### src/bmp_pkg.sv
// Purpose: Constants for the beam-mode pulse controller.
// Assumes: 40 MHz system clock, registers on an A16/D8(O) slave port.
// Notes: Register index n sits at odd byte address base + 2n + 1.
package bmp_pkg;
    typedef enum logic [1:0] {
        BMP_VL   = 2'h0,
        BMP_TUNE = 2'h1,
        BMP_CW   = 2'h2,
        BMP_USER = 2'h3
    } bmp_mode_e;

    localparam logic [3:0] IDX_ACC_GO   = 4'h0;
    localparam logic [3:0] IDX_ACC_MODE = 4'h1;
    localparam logic [3:0] IDX_HALL_LO  = 4'h2;
    localparam logic [3:0] IDX_HALL_HI  = 4'h7;
    localparam logic [3:0] IDX_HARM     = 4'h8;
    localparam logic [3:0] IDX_MOD_ADJ  = 4'h9;
    localparam logic [3:0] IDX_VL_LEN   = 4'hA;

    localparam logic [5:0] AM_SHORT_USER = 6'h29;
    localparam logic [5:0] AM_SHORT_SUP  = 6'h2D;

    localparam logic [1:0] RST_MODE    = 2'h0;
    localparam logic [3:0] RST_MOD_ADJ = 4'h8;
    localparam logic [5:0] RST_VL_LEN  = 6'h00;
    localparam logic [5:0] RST_HARM    = 6'h00;
    localparam logic [5:0] VL_LEN_MAX  = 6'h27;

    localparam int CLK_MHZ        = 40;
    localparam int VL_UNIT_NS     = 250;
    localparam int MOD_STEP_NS    = 125;
    localparam int MOD_MIN_NS     = 98500;
    localparam int TUNE_BEAM_NS   = 354000;
    localparam int MOD_START_NS   = 250000;
    localparam int VL_UNIT_CYC    = VL_UNIT_NS * CLK_MHZ / 1000;
    localparam int MOD_STEP_CYC   = MOD_STEP_NS * CLK_MHZ / 1000;
    localparam int MOD_MIN_CYC    = MOD_MIN_NS * CLK_MHZ / 1000;
    localparam int TUNE_BEAM_CYC  = TUNE_BEAM_NS * CLK_MHZ / 1000;
    localparam int MOD_START_CYC  = MOD_START_NS * CLK_MHZ / 1000;
endpackage

### src/bmp_controller.sv
// Purpose: Beam-mode gating, pulse shaping and VME registers for three halls.
// Assumes: All pin inputs are asynchronous; fault inputs are active high.
// Notes: Every output is registered; a cycle of the bus is acknowledged only on a hit.
`timescale 1ns/100ps
module bmp_controller import bmp_pkg::*; #(
    parameter int TUNE_BEAM = TUNE_BEAM_CYC,
    parameter int MOD_START = MOD_START_CYC,
    parameter logic [15:5] BASE_ADDR = 11'h000
) (
    input  wire logic        sys_clk,
    input  wire logic        arst_n,
    input  wire logic [15:1] vme_addr,
    input  wire logic [5:0]  vme_am,
    input  wire logic        vme_as_n,
    input  wire logic        vme_ds0_n,
    input  wire logic        vme_ds1_n,
    input  wire logic        vme_lword_n,
    input  wire logic        vme_write_n,
    input  wire logic [7:0]  vme_data_in,
    output logic      [7:0]  vme_data_out,
    output logic             vme_data_oe,
    output logic             vme_dtack_out,
    output logic             vme_dtack_oe,
    input  wire logic        line_sync_in,
    input  wire logic        beam_sync_in,
    input  wire logic        valve_open_in,
    input  wire logic        pulser_beam_in,
    input  wire logic        pulser_mod_in,
    input  wire logic        fast_shutdown_fault,
    input  wire logic        hall_a_shutdown_input,
    input  wire logic        hall_b_shutdown_input,
    input  wire logic        hall_c_shutdown_input,
    input  wire logic        personnel_safety_a_input,
    input  wire logic        personnel_safety_b_input,
    output logic             accel_beam,
    output logic             accel_mod,
    output logic      [2:0]  hall_beam,
    output logic      [2:0]  hall_mod,
    output logic             thermionic_beam,
    output logic             thermionic_mod
);
    localparam int SW = 45;
    typedef enum logic [1:0] {BUS_IDLE = 2'b00, BUS_HOLD = 2'b01} bmp_bus_e;

    function automatic logic [1:0] mode_min(input logic [1:0] a, input logic [1:0] b);
        mode_min = (a < b) ? a : b;
    endfunction

    function automatic logic [1:0] shape(input logic [1:0] m, input logic vl, input logic tb, input logic tm);
        case (m)
            BMP_VL:   shape = {vl, 1'b0};
            BMP_TUNE: shape = {tb, tm};
            BMP_CW:   shape = 2'b10;
            default:  shape = 2'b00;
        endcase
    endfunction

    logic [1:0]    rst_sync;
    logic          rst_n;
    logic [SW-1:0] pin_raw;
    logic [SW-1:0] s1;
    logic [SW-1:0] s2;
    logic [SW-1:0] s3;
    logic [SW-1:0] f;

    always_ff @(posedge sys_clk or negedge arst_n) begin
        if (!arst_n) begin
            rst_sync <= 2'b00;
        end else begin
            rst_sync <= {rst_sync[0], 1'b1};
        end
    end
    assign rst_n = rst_sync[1];

    // Strobes idle high so the filtered copy does not fake a bus cycle after reset.
    assign pin_raw = {vme_as_n, vme_ds0_n, vme_ds1_n, vme_lword_n, vme_write_n, vme_am, vme_addr,
                      vme_data_in, line_sync_in, beam_sync_in, valve_open_in, pulser_beam_in,
                      pulser_mod_in, fast_shutdown_fault, hall_c_shutdown_input,
                      hall_b_shutdown_input, hall_a_shutdown_input, personnel_safety_a_input,
                      personnel_safety_b_input};

    always_ff @(posedge sys_clk or negedge rst_n) begin
        if (!rst_n) begin
            s1 <= {5'h1F, {(SW-5){1'b0}}};
            s2 <= {5'h1F, {(SW-5){1'b0}}};
            s3 <= {5'h1F, {(SW-5){1'b0}}};
        end else begin
            s1 <= pin_raw;
            s2 <= s1;
            s3 <= s2;
        end
    end

    for (genvar g = 0; g < SW; g++) begin : g_filt
        always_ff @(posedge sys_clk or negedge rst_n) begin
            if (!rst_n) begin
                f[g] <= (g >= SW - 5);
            end else if (s2[g] == s3[g]) begin
                f[g] <= s3[g];
            end
        end
    end

    logic        as_n, ds0_n, ds1_n, lword_n, write_n;
    logic [5:0]  am;
    logic [15:1] addr;
    logic [7:0]  wdata;
    logic        line_sync, beam_sync, valve_open, p_beam, p_mod;
    logic        fsd_acc_in, pss_a_in, pss_b_in;
    logic [2:0]  fsd_hall_in;
    assign {as_n, ds0_n, ds1_n, lword_n, write_n, am, addr, wdata, line_sync, beam_sync,
            valve_open, p_beam, p_mod, fsd_acc_in, fsd_hall_in, pss_a_in, pss_b_in} = f;

    bmp_bus_e   bus_state;
    logic       hit_q;
    logic [3:0] idx;
    logic       start, hit, wr_stb;
    logic [1:0] hall_sel;
    logic [7:0] rd_mux;

    assign idx = addr[4:1];
    assign hit = (addr[15:5] == BASE_ADDR) && (idx <= IDX_VL_LEN);
    assign start = (bus_state == BUS_IDLE) && !as_n && !ds0_n && ds1_n && lword_n
                   && ((am == AM_SHORT_USER) || (am == AM_SHORT_SUP));
    assign wr_stb = start && hit && !write_n;
    assign hall_sel = 2'(idx[2:1] - 2'd1);

    always_ff @(posedge sys_clk or negedge rst_n) begin
        if (!rst_n) begin
            bus_state     <= BUS_IDLE;
            hit_q         <= 1'b0;
            vme_dtack_out <= 1'b1;
            vme_dtack_oe  <= 1'b0;
            vme_data_oe   <= 1'b0;
            vme_data_out  <= 8'h00;
        end else begin
            case (bus_state)
                BUS_IDLE: begin
                    if (start) begin
                        bus_state     <= BUS_HOLD;
                        hit_q         <= hit;
                        vme_dtack_out <= 1'b0;
                        vme_dtack_oe  <= hit;
                        vme_data_oe   <= hit && write_n;
                        vme_data_out  <= rd_mux;
                    end
                end
                BUS_HOLD: begin
                    if (ds0_n || as_n) begin
                        bus_state     <= BUS_IDLE;
                        hit_q         <= 1'b0;
                        vme_dtack_out <= 1'b1;
                        vme_dtack_oe  <= 1'b0;
                        vme_data_oe   <= 1'b0;
                    end
                end
                default: begin
                    bus_state    <= BUS_IDLE;
                    vme_dtack_oe <= 1'b0;
                    vme_data_oe  <= 1'b0;
                end
            endcase
        end
    end

    logic       acc_go, test_mode, pss_a_lat, pss_b_lat, acc_fsd;
    logic [1:0] acc_mode;
    logic [2:0] hall_go, hall_fsd;
    logic [1:0] hall_mode [3];
    logic [3:0] mod_adj;
    logic [5:0] vl_len, harm;
    logic       acc_wr, acc_ok, acc_en;
    logic [2:0] hall_ok;

    assign acc_wr = wr_stb && (idx == IDX_ACC_MODE);

    always_ff @(posedge sys_clk or negedge rst_n) begin
        if (!rst_n) begin
            acc_go    <= 1'b0;
            acc_mode  <= RST_MODE;
            test_mode <= 1'b0;
            mod_adj   <= RST_MOD_ADJ;
            vl_len    <= RST_VL_LEN;
            harm      <= RST_HARM;
        end else if (wr_stb) begin
            case (idx)
                IDX_ACC_GO:   acc_go <= wdata[0];
                IDX_ACC_MODE: begin
                    acc_mode  <= wdata[5:4];
                    test_mode <= wdata[3];
                end
                IDX_HARM:     harm <= wdata[5:0];
                IDX_MOD_ADJ:  mod_adj <= wdata[3:0];
                IDX_VL_LEN:   vl_len <= (wdata[5:0] > VL_LEN_MAX) ? VL_LEN_MAX : wdata[5:0];
                default:      acc_go <= acc_go;
            endcase
        end
    end

    // Hall writes are clamped at once, so the stored field is always the running mode.
    for (genvar h = 0; h < 3; h++) begin : g_hall
        logic hall_wr, hall_go_wr;
        assign hall_go_wr = wr_stb && (idx >= IDX_HALL_LO) && (idx <= IDX_HALL_HI)
                            && (hall_sel == 2'(h)) && !idx[0];
        assign hall_wr = wr_stb && (idx >= IDX_HALL_LO) && (idx <= IDX_HALL_HI)
                         && (hall_sel == 2'(h)) && idx[0];
        always_ff @(posedge sys_clk or negedge rst_n) begin
            if (!rst_n) begin
                hall_go[h]   <= 1'b0;
                hall_mode[h] <= RST_MODE;
                hall_fsd[h]  <= 1'b0;
            end else begin
                if (hall_go_wr) begin
                    hall_go[h] <= wdata[0];
                end
                if (hall_wr) begin
                    hall_mode[h] <= mode_min(wdata[5:4], acc_mode);
                end else if (acc_wr) begin
                    hall_mode[h] <= mode_min(hall_mode[h], wdata[5:4]);
                end
                hall_fsd[h] <= fsd_hall_in[h] || (hall_fsd[h] && !hall_wr);
            end
        end
    end

    // A fault that is still present re-sets its latch in the same cycle as the clear.
    always_ff @(posedge sys_clk or negedge rst_n) begin
        if (!rst_n) begin
            pss_a_lat <= 1'b0;
            pss_b_lat <= 1'b0;
            acc_fsd   <= 1'b0;
        end else begin
            pss_a_lat <= pss_a_in || (pss_a_lat && !acc_wr);
            pss_b_lat <= pss_b_in || (pss_b_lat && !acc_wr);
            acc_fsd   <= fsd_acc_in || (acc_fsd && !acc_wr);
        end
    end

    always_comb begin
        rd_mux = 8'h00;
        case (idx)
            IDX_ACC_GO:   rd_mux = {7'h00, acc_go};
            IDX_ACC_MODE: rd_mux = {acc_en, beam_sync, acc_mode, test_mode, pss_a_lat, pss_b_lat,
                                    acc_fsd};
            IDX_HARM:     rd_mux = {2'h0, harm};
            IDX_MOD_ADJ:  rd_mux = {4'h0, mod_adj};
            IDX_VL_LEN:   rd_mux = {2'h0, vl_len};
            default: begin
                if (idx[0]) begin
                    rd_mux = {hall_ok[hall_sel], 1'b0, hall_mode[hall_sel], 3'h0,
                              hall_fsd[hall_sel]};
                end
            end
        endcase
    end

    logic        line_q, line_edge;
    logic [9:0]  vl_cnt;
    logic [15:0] tune_cnt;
    logic        tune_run, vl_pulse, tune_beam, tune_mod;
    logic [15:0] mod_end;

    assign line_edge = line_sync && !line_q;
    assign mod_end = 16'(MOD_START + MOD_MIN_CYC + MOD_STEP_CYC * int'(mod_adj));

    always_ff @(posedge sys_clk or negedge rst_n) begin
        if (!rst_n) begin
            line_q   <= 1'b0;
            vl_cnt   <= 10'h000;
            tune_cnt <= 16'h0000;
            tune_run <= 1'b0;
        end else begin
            line_q <= line_sync;
            if (line_edge) begin
                vl_cnt <= 10'(VL_UNIT_CYC * (int'(vl_len) + 1));
            end else if (vl_cnt != 10'h000) begin
                vl_cnt <= vl_cnt - 10'h001;
            end
            if (line_edge) begin
                tune_cnt <= 16'h0000;
                tune_run <= 1'b1;
            end else if (tune_run) begin
                tune_cnt <= tune_cnt + 16'h0001;
                if (tune_cnt == 16'(TUNE_BEAM - 1)) begin
                    tune_run <= 1'b0;
                end
            end
        end
    end

    assign vl_pulse = (vl_cnt != 10'h000);
    assign tune_beam = tune_run && (tune_cnt < 16'(TUNE_BEAM));
    assign tune_mod = tune_run && (tune_cnt >= 16'(MOD_START)) && (tune_cnt < mod_end);

    logic [1:0] acc_shape;
    logic       therm_ok;

    assign acc_shape = (acc_mode == BMP_USER) ? {p_beam, p_mod}
                       : shape(acc_mode, vl_pulse, tune_beam, tune_mod);
    assign acc_en = acc_go && !pss_a_lat && !pss_b_lat && !acc_fsd;
    assign acc_ok = acc_en && (valve_open || test_mode);
    assign therm_ok = acc_go && !pss_a_lat && !pss_b_lat && !acc_fsd && (hall_fsd == 3'h0)
                      && (!valve_open || test_mode);
    assign hall_ok = {3{acc_ok}} & hall_go & ~hall_fsd;

    always_ff @(posedge sys_clk or negedge rst_n) begin
        if (!rst_n) begin
            accel_beam      <= 1'b0;
            accel_mod       <= 1'b0;
            thermionic_beam <= 1'b0;
            thermionic_mod  <= 1'b0;
        end else begin
            {accel_beam, accel_mod} <= acc_shape & {2{acc_ok}};
            thermionic_beam <= p_beam && therm_ok;
            thermionic_mod  <= p_mod && therm_ok;
        end
    end

    for (genvar k = 0; k < 3; k++) begin : g_out
        logic [1:0] hs;
        assign hs = (hall_mode[k] == BMP_USER) ? acc_shape
                    : shape(hall_mode[k], vl_pulse, tune_beam, tune_mod);
        always_ff @(posedge sys_clk or negedge rst_n) begin
            if (!rst_n) begin
                hall_beam[k] <= 1'b0;
                hall_mod[k]  <= 1'b0;
            end else begin
                hall_beam[k] <= hs[1] && hall_ok[k];
                hall_mod[k]  <= hs[0] && hall_ok[k];
            end
        end
    end

    chk_rank_limit: assert property (@(posedge sys_clk) disable iff (!rst_n)
        hall_mode[0] <= acc_mode && hall_mode[1] <= acc_mode && hall_mode[2] <= acc_mode)
        else $error("hall mode ranks above accelerator");
    chk_go_off: assert property (@(posedge sys_clk) disable iff (!rst_n)
        !acc_go |=> hall_beam == 3'h0 && hall_mod == 3'h0 && !accel_beam)
        else $error("beam present with go bit clear");
    chk_pss_stop: assert property (@(posedge sys_clk) disable iff (!rst_n)
        pss_a_in |=> ##1 hall_beam == 3'h0 && hall_mod == 3'h0 && !thermionic_beam)
        else $error("beam present during safety fault");
    chk_hall_fsd: assert property (@(posedge sys_clk) disable iff (!rst_n)
        fsd_hall_in[0] |=> ##1 !hall_beam[0] && !thermionic_beam)
        else $error("hall shutdown did not stop beam");
    chk_fault_hold: assert property (@(posedge sys_clk) disable iff (!rst_n)
        fsd_acc_in |=> acc_fsd [*2])
        else $error("accelerator shutdown latch dropped");
    chk_tune_mod: assert property (@(posedge sys_clk) disable iff (!rst_n)
        tune_mod |-> tune_beam && tune_cnt >= 16'(MOD_START))
        else $error("modulation outside tune window");
    chk_vl_len: assert property (@(posedge sys_clk) disable iff (!rst_n)
        $rose(vl_pulse) |-> vl_cnt == 10'(VL_UNIT_CYC * (int'(vl_len) + 1)))
        else $error("viewer pulse length wrong");
    chk_bus_ack: assert property (@(posedge sys_clk) disable iff (!rst_n)
        (start && hit) || (bus_state == BUS_HOLD && hit_q && !ds0_n && !as_n) |=> vme_dtack_oe && !vme_dtack_out)
        else $error("bus cycle not acknowledged");
    chk_valve_gate: assert property (@(posedge sys_clk) disable iff (!rst_n)
        !valve_open && !test_mode |=> hall_beam == 3'h0)
        else $error("polarized beam with valve closed");
    chk_cw_hall: assert property (@(posedge sys_clk) disable iff (!rst_n)
        acc_mode == BMP_CW && hall_mode[0] == BMP_CW && hall_ok[0] |=> hall_beam[0])
        else $error("CW hall without beam");

    cov_tune_mod: cover property (@(posedge sys_clk) disable iff (!rst_n) hall_mod[0]);
    cov_write: cover property (@(posedge sys_clk) disable iff (!rst_n) wr_stb);
    cov_pss: cover property (@(posedge sys_clk) disable iff (!rst_n) $rose(pss_a_lat));
    cov_pass: cover property (@(posedge sys_clk) disable iff (!rst_n)
        hall_mode[2] == BMP_USER && hall_beam[2]);
endmodule // bmp_controller

### config.mk
export PLATFORM = sky130hd
export DESIGN_NAME = bmp_controller
export DESIGN_NICKNAME = d
export VERILOG_FILES = /design/src/bmp_pkg.sv /design/src/bmp_controller.sv
export SDC_FILE = /design/constraint.sdc
export NUM_CORES = 1
export LEC_CHECK = 0
export CORE_MARGIN = 2
export CORE_UTILIZATION = 63
export CTS_BUF_LIST = sky130_fd_sc_hd__clkbuf_8 sky130_fd_sc_hd__clkbuf_16
export DETAILED_ROUTE_END_ITERATION = 10
export DONT_BUFFER_PORTS = 1
export PLACE_DENSITY = 0.79
export SYNTH_ARGS = -nofsm -noshare
export SYNTH_HDL_FRONTEND = slang
export SYNTH_SLANG_ARGS = --single-unit
### constraint.sdc
create_clock -name sys_clk -period 10.98 [get_ports sys_clk]
set_clock_uncertainty 0.1 [all_clocks]
set_input_delay 1.647 -clock sys_clk [delete_from_list [all_inputs] [get_ports sys_clk]]
set_output_delay 1.647 -clock sys_clk [all_outputs]
set_load 0.05 [all_outputs]
==> qor.txt <==
total number of yosys warnings: 0
initial antenna violation count: 0
Ports: 68
top cells by area, synth: dfrtp_1 59%, dfstp_2 5.8%, ha_1 5.0%
hold_buf cts: 0
row count: 45
Worst-Skew Late Latency: 0.53 ns
CTS Sinks: 255
sequential area share after synthesis: 64.43%
Worst VDD drop: 0.1804 mV
Met1 Routed Length: 7.732 mm
ys async rst share: 100.0%
drt initial violations: 431
CTS tree: done
Fillers: 993
WL met2: 9.444 mm
port bufs: 0
Post-Syn Instances: 747
CP max-delay cell: a311oi_1
post-synthesis register bit count: 255
unrepaired setup endpoints after global routing: no
# diodes: 0
Crit Path Class: reg2reg
total chip power: 2.117 mW
layout cells sized above 1: 13.66%
Tcrit/Tclk final: 35.21%
max-cap violations: 0
first-pass GRT wire length: 31.15 mm
GPL Wtd Cong: 0.9449
Fin Setup TNS: 0 ns
hpwl dp: 12.08 mm
Vias/cell: 5.980
hold crit path type: reg2async
worst path arrival time: 4.21 ns
CTS clk-pin slew, worst paths: 0.06 ns
Initial Util: 64.95%
final core utilization: 72.06%
Synth top cells by count: 233 x dfrtp_1, 55 x nand2_1, 50 x nor2_1
Worst Path Required: 11.32 ns
CP most frequent cell: ha_1
Slew HR: 14.25%
Critical Path Fanout Max: 5
drt wl/cell: 19.00 um
Worst Path Buf+Inv: 2
family with the most delay on the worst path: adder cells
Final Hold Viols: 0
vias post-DR: 5902
die area: 0.01681 mm2
syn nets: 836
Die H: 129.7 um
Synth cell types: 65
chip width: 129.7 um
htree depth: 1
met3 WL: 987 um
Highest Signal Layer: met4
Pleak: 4.995 nW
final hold slack: 0.2303 ns
number of flops mapped to enable cells by yosys: 0
multi-input logic area: 0.003347 mm2
CP max stage delay: 0.63 ns
post-route ant nets: 0
crit path time final: 3.866 ns
Setup Buffers After CTS: 0
Final nets: 846
Worst Tran Pin Value: 1.280 ns
Reg area: 0.006412 mm2
largest net degree at the start of global routing: 211
Root Buffer: clkbuf_16
worst path cell trace: ha_1 -> ha_1 -> ha_1 -> inv_1 -> fa_1 -> inv_1 -> a21oi_1 -> xnor2_1 -> ha_1 -> o21a_1 -> a21oi_1 -> o31ai_1 -> a311oi_1 -> a22oi_1 -> nor2_1
clock buffer depth: 3
synthesized area: 0.009947 mm2
post_cts resized: 0
Syn Area/Cell: 13.32 um2
GRT Total Usage: 23.57%
drt pass-1 iters: 5
Synth top area share: 58.62%
Setup violations, final: 0
cell taking the most area after synthesis: dfrtp_1
fin. max-slew vios: 0
vias in the first global route: 6164
core area: 0.01531 mm2
DRC Markers: 0
CTS buffer count: 25
Top FF cell, synth: dfrtp_1
WL final: 18.75 mm
crit path launch type: flip-flop
PwrDens: 191.9 mW/mm2
area delta synth->final: 10.94%
fmax: 258.7 MHz
status: completed
critical path endpoint category: flip-flop
grt ovf: 0
most common cell in the netlist: dfrtp_1
worst paths after layout:
kind	slack [ns]	cells after the start	from	endpoint
worst max-delay path	7.11	15	mod_adj[3]$_DFFE_PN1P_	hall_mod[0]$_DFF_PN0_
worst min-delay path	0.23	0	rst_sync[1]$_DFF_PN0_	s1[15]$_DFF_PN0_
worst max register to register	7.11	15	mod_adj[3]$_DFFE_PN1P_	hall_mod[0]$_DFF_PN0_
worst min register to register	0.23	0	rst_sync[1]$_DFF_PN0_	s1[15]$_DFF_PN0_
max in group asynchronous	9.04	1	rst_sync[1]$_DFF_PN0_	bus_state[0]$_DFFE_PN0P_
min in group sys_clk	0.24	0	s1[29]$_DFF_PN0_	s2[29]$_DFF_PN0_
kinds of logic after synthesis:
group                      synth area share [%]
DFF                                       64.43
muxes                                     4.126
other                                   0.03770
AOI/OAI and AO/OA                         6.390
buffers and inverters                     1.950
adders and majority gates                 9.660
and+or+nand+nor                           10.59
xor gates and xnor gates                  2.818
flip-flops by register name, indices dropped and copies added, names as in the netlist, 4 cells and up:
name / cells
harm: 6
tune_cnt: 16
hall_mode: 6
f: 9
am: 5
s2: 42
vl_cnt: 10
mod_adj: 4
vme_data_out: 8
vl_len: 6
s3: 42
addr: 15
s1: 42
worst register-to-register path, stage by stage (launching register included):
cell,delay (ns)
dfstp_2,0.57
ha_1,0.24
ha_1,0.29
ha_1,0.17
inv_1,0.07
fa_1,0.41
inv_1,0.10
a21oi_1,0.08
xnor2_1,0.17
ha_1,0.27
o21a_1,0.12
a21oi_1,0.14
o31ai_1,0.11
a311oi_1,0.63
a22oi_1,0.18
nor2_1,0.15
metal layers:
layer	global-route usage, %	vias to the layer above
met5	0	-
met4	7.653	0
met3	4.129	61
met2	40.31	215
met1	31.07	2990
li1	-	2636
per-stage QoR:
| step | worst slack [ns] | instances | instance area, um2 |
|---|---|---|---|
| global route | 6.804 | 987 | 11040 |
| floorplan | 3.286 | 747 | 9947 |
| detailed placement | 7.186 | 941 | 10140 |
| CTS | 7.146 | 987 | 11040 |
| finish | 7.114 | 987 | 11040 |
| global placement | 7.379 | 941 | 10140 |
final cells by class:
type / count / area share (%)
sequential: 255 / 58.11
clock inverter: 16 / 1.814
multi-input combinational: 448 / 30.33
clock buffer: 30 / 6.293
inverter: 26 / 0.8844
tap: 211 / 2.392
timing repair buffer: 1 / 0.1814
layout by cell type, fill, tap and decap left out, types with 5 or more instances in the layout:
cell and n:
ha_1 40, nand2_1 55, mux2i_1 14, xnor2_1 17, a22oi_1 6, nor3b_1 5
clkbuf_8 5, a21oi_1 14, dfrtp_1 232, mux2_2 24, nor4_1 5, and3_1 11
a21o_1 9, o21ai_0 23, a211o_1 5, clkbuf_16 25, a31oi_1 5, dfstp_2 22
maj3_1 42, inv_1 30, nand2b_1 6, nand3_1 23, nand4_1 5, nor2_1 50
nor3_1 14, xor2_1 15
power by group:
group / total, mW / leakage, nW / switching [mW] / internal, mW
Combinational: 0.149 / 1.46 / 0.0838 / 0.0649
Sequential: 1.07 / 3.08 / 0.0630 / 1.00
Clock: 0.901 / 0.456 / 0.353 / 0.547
(Power assumes the default switching activity.)
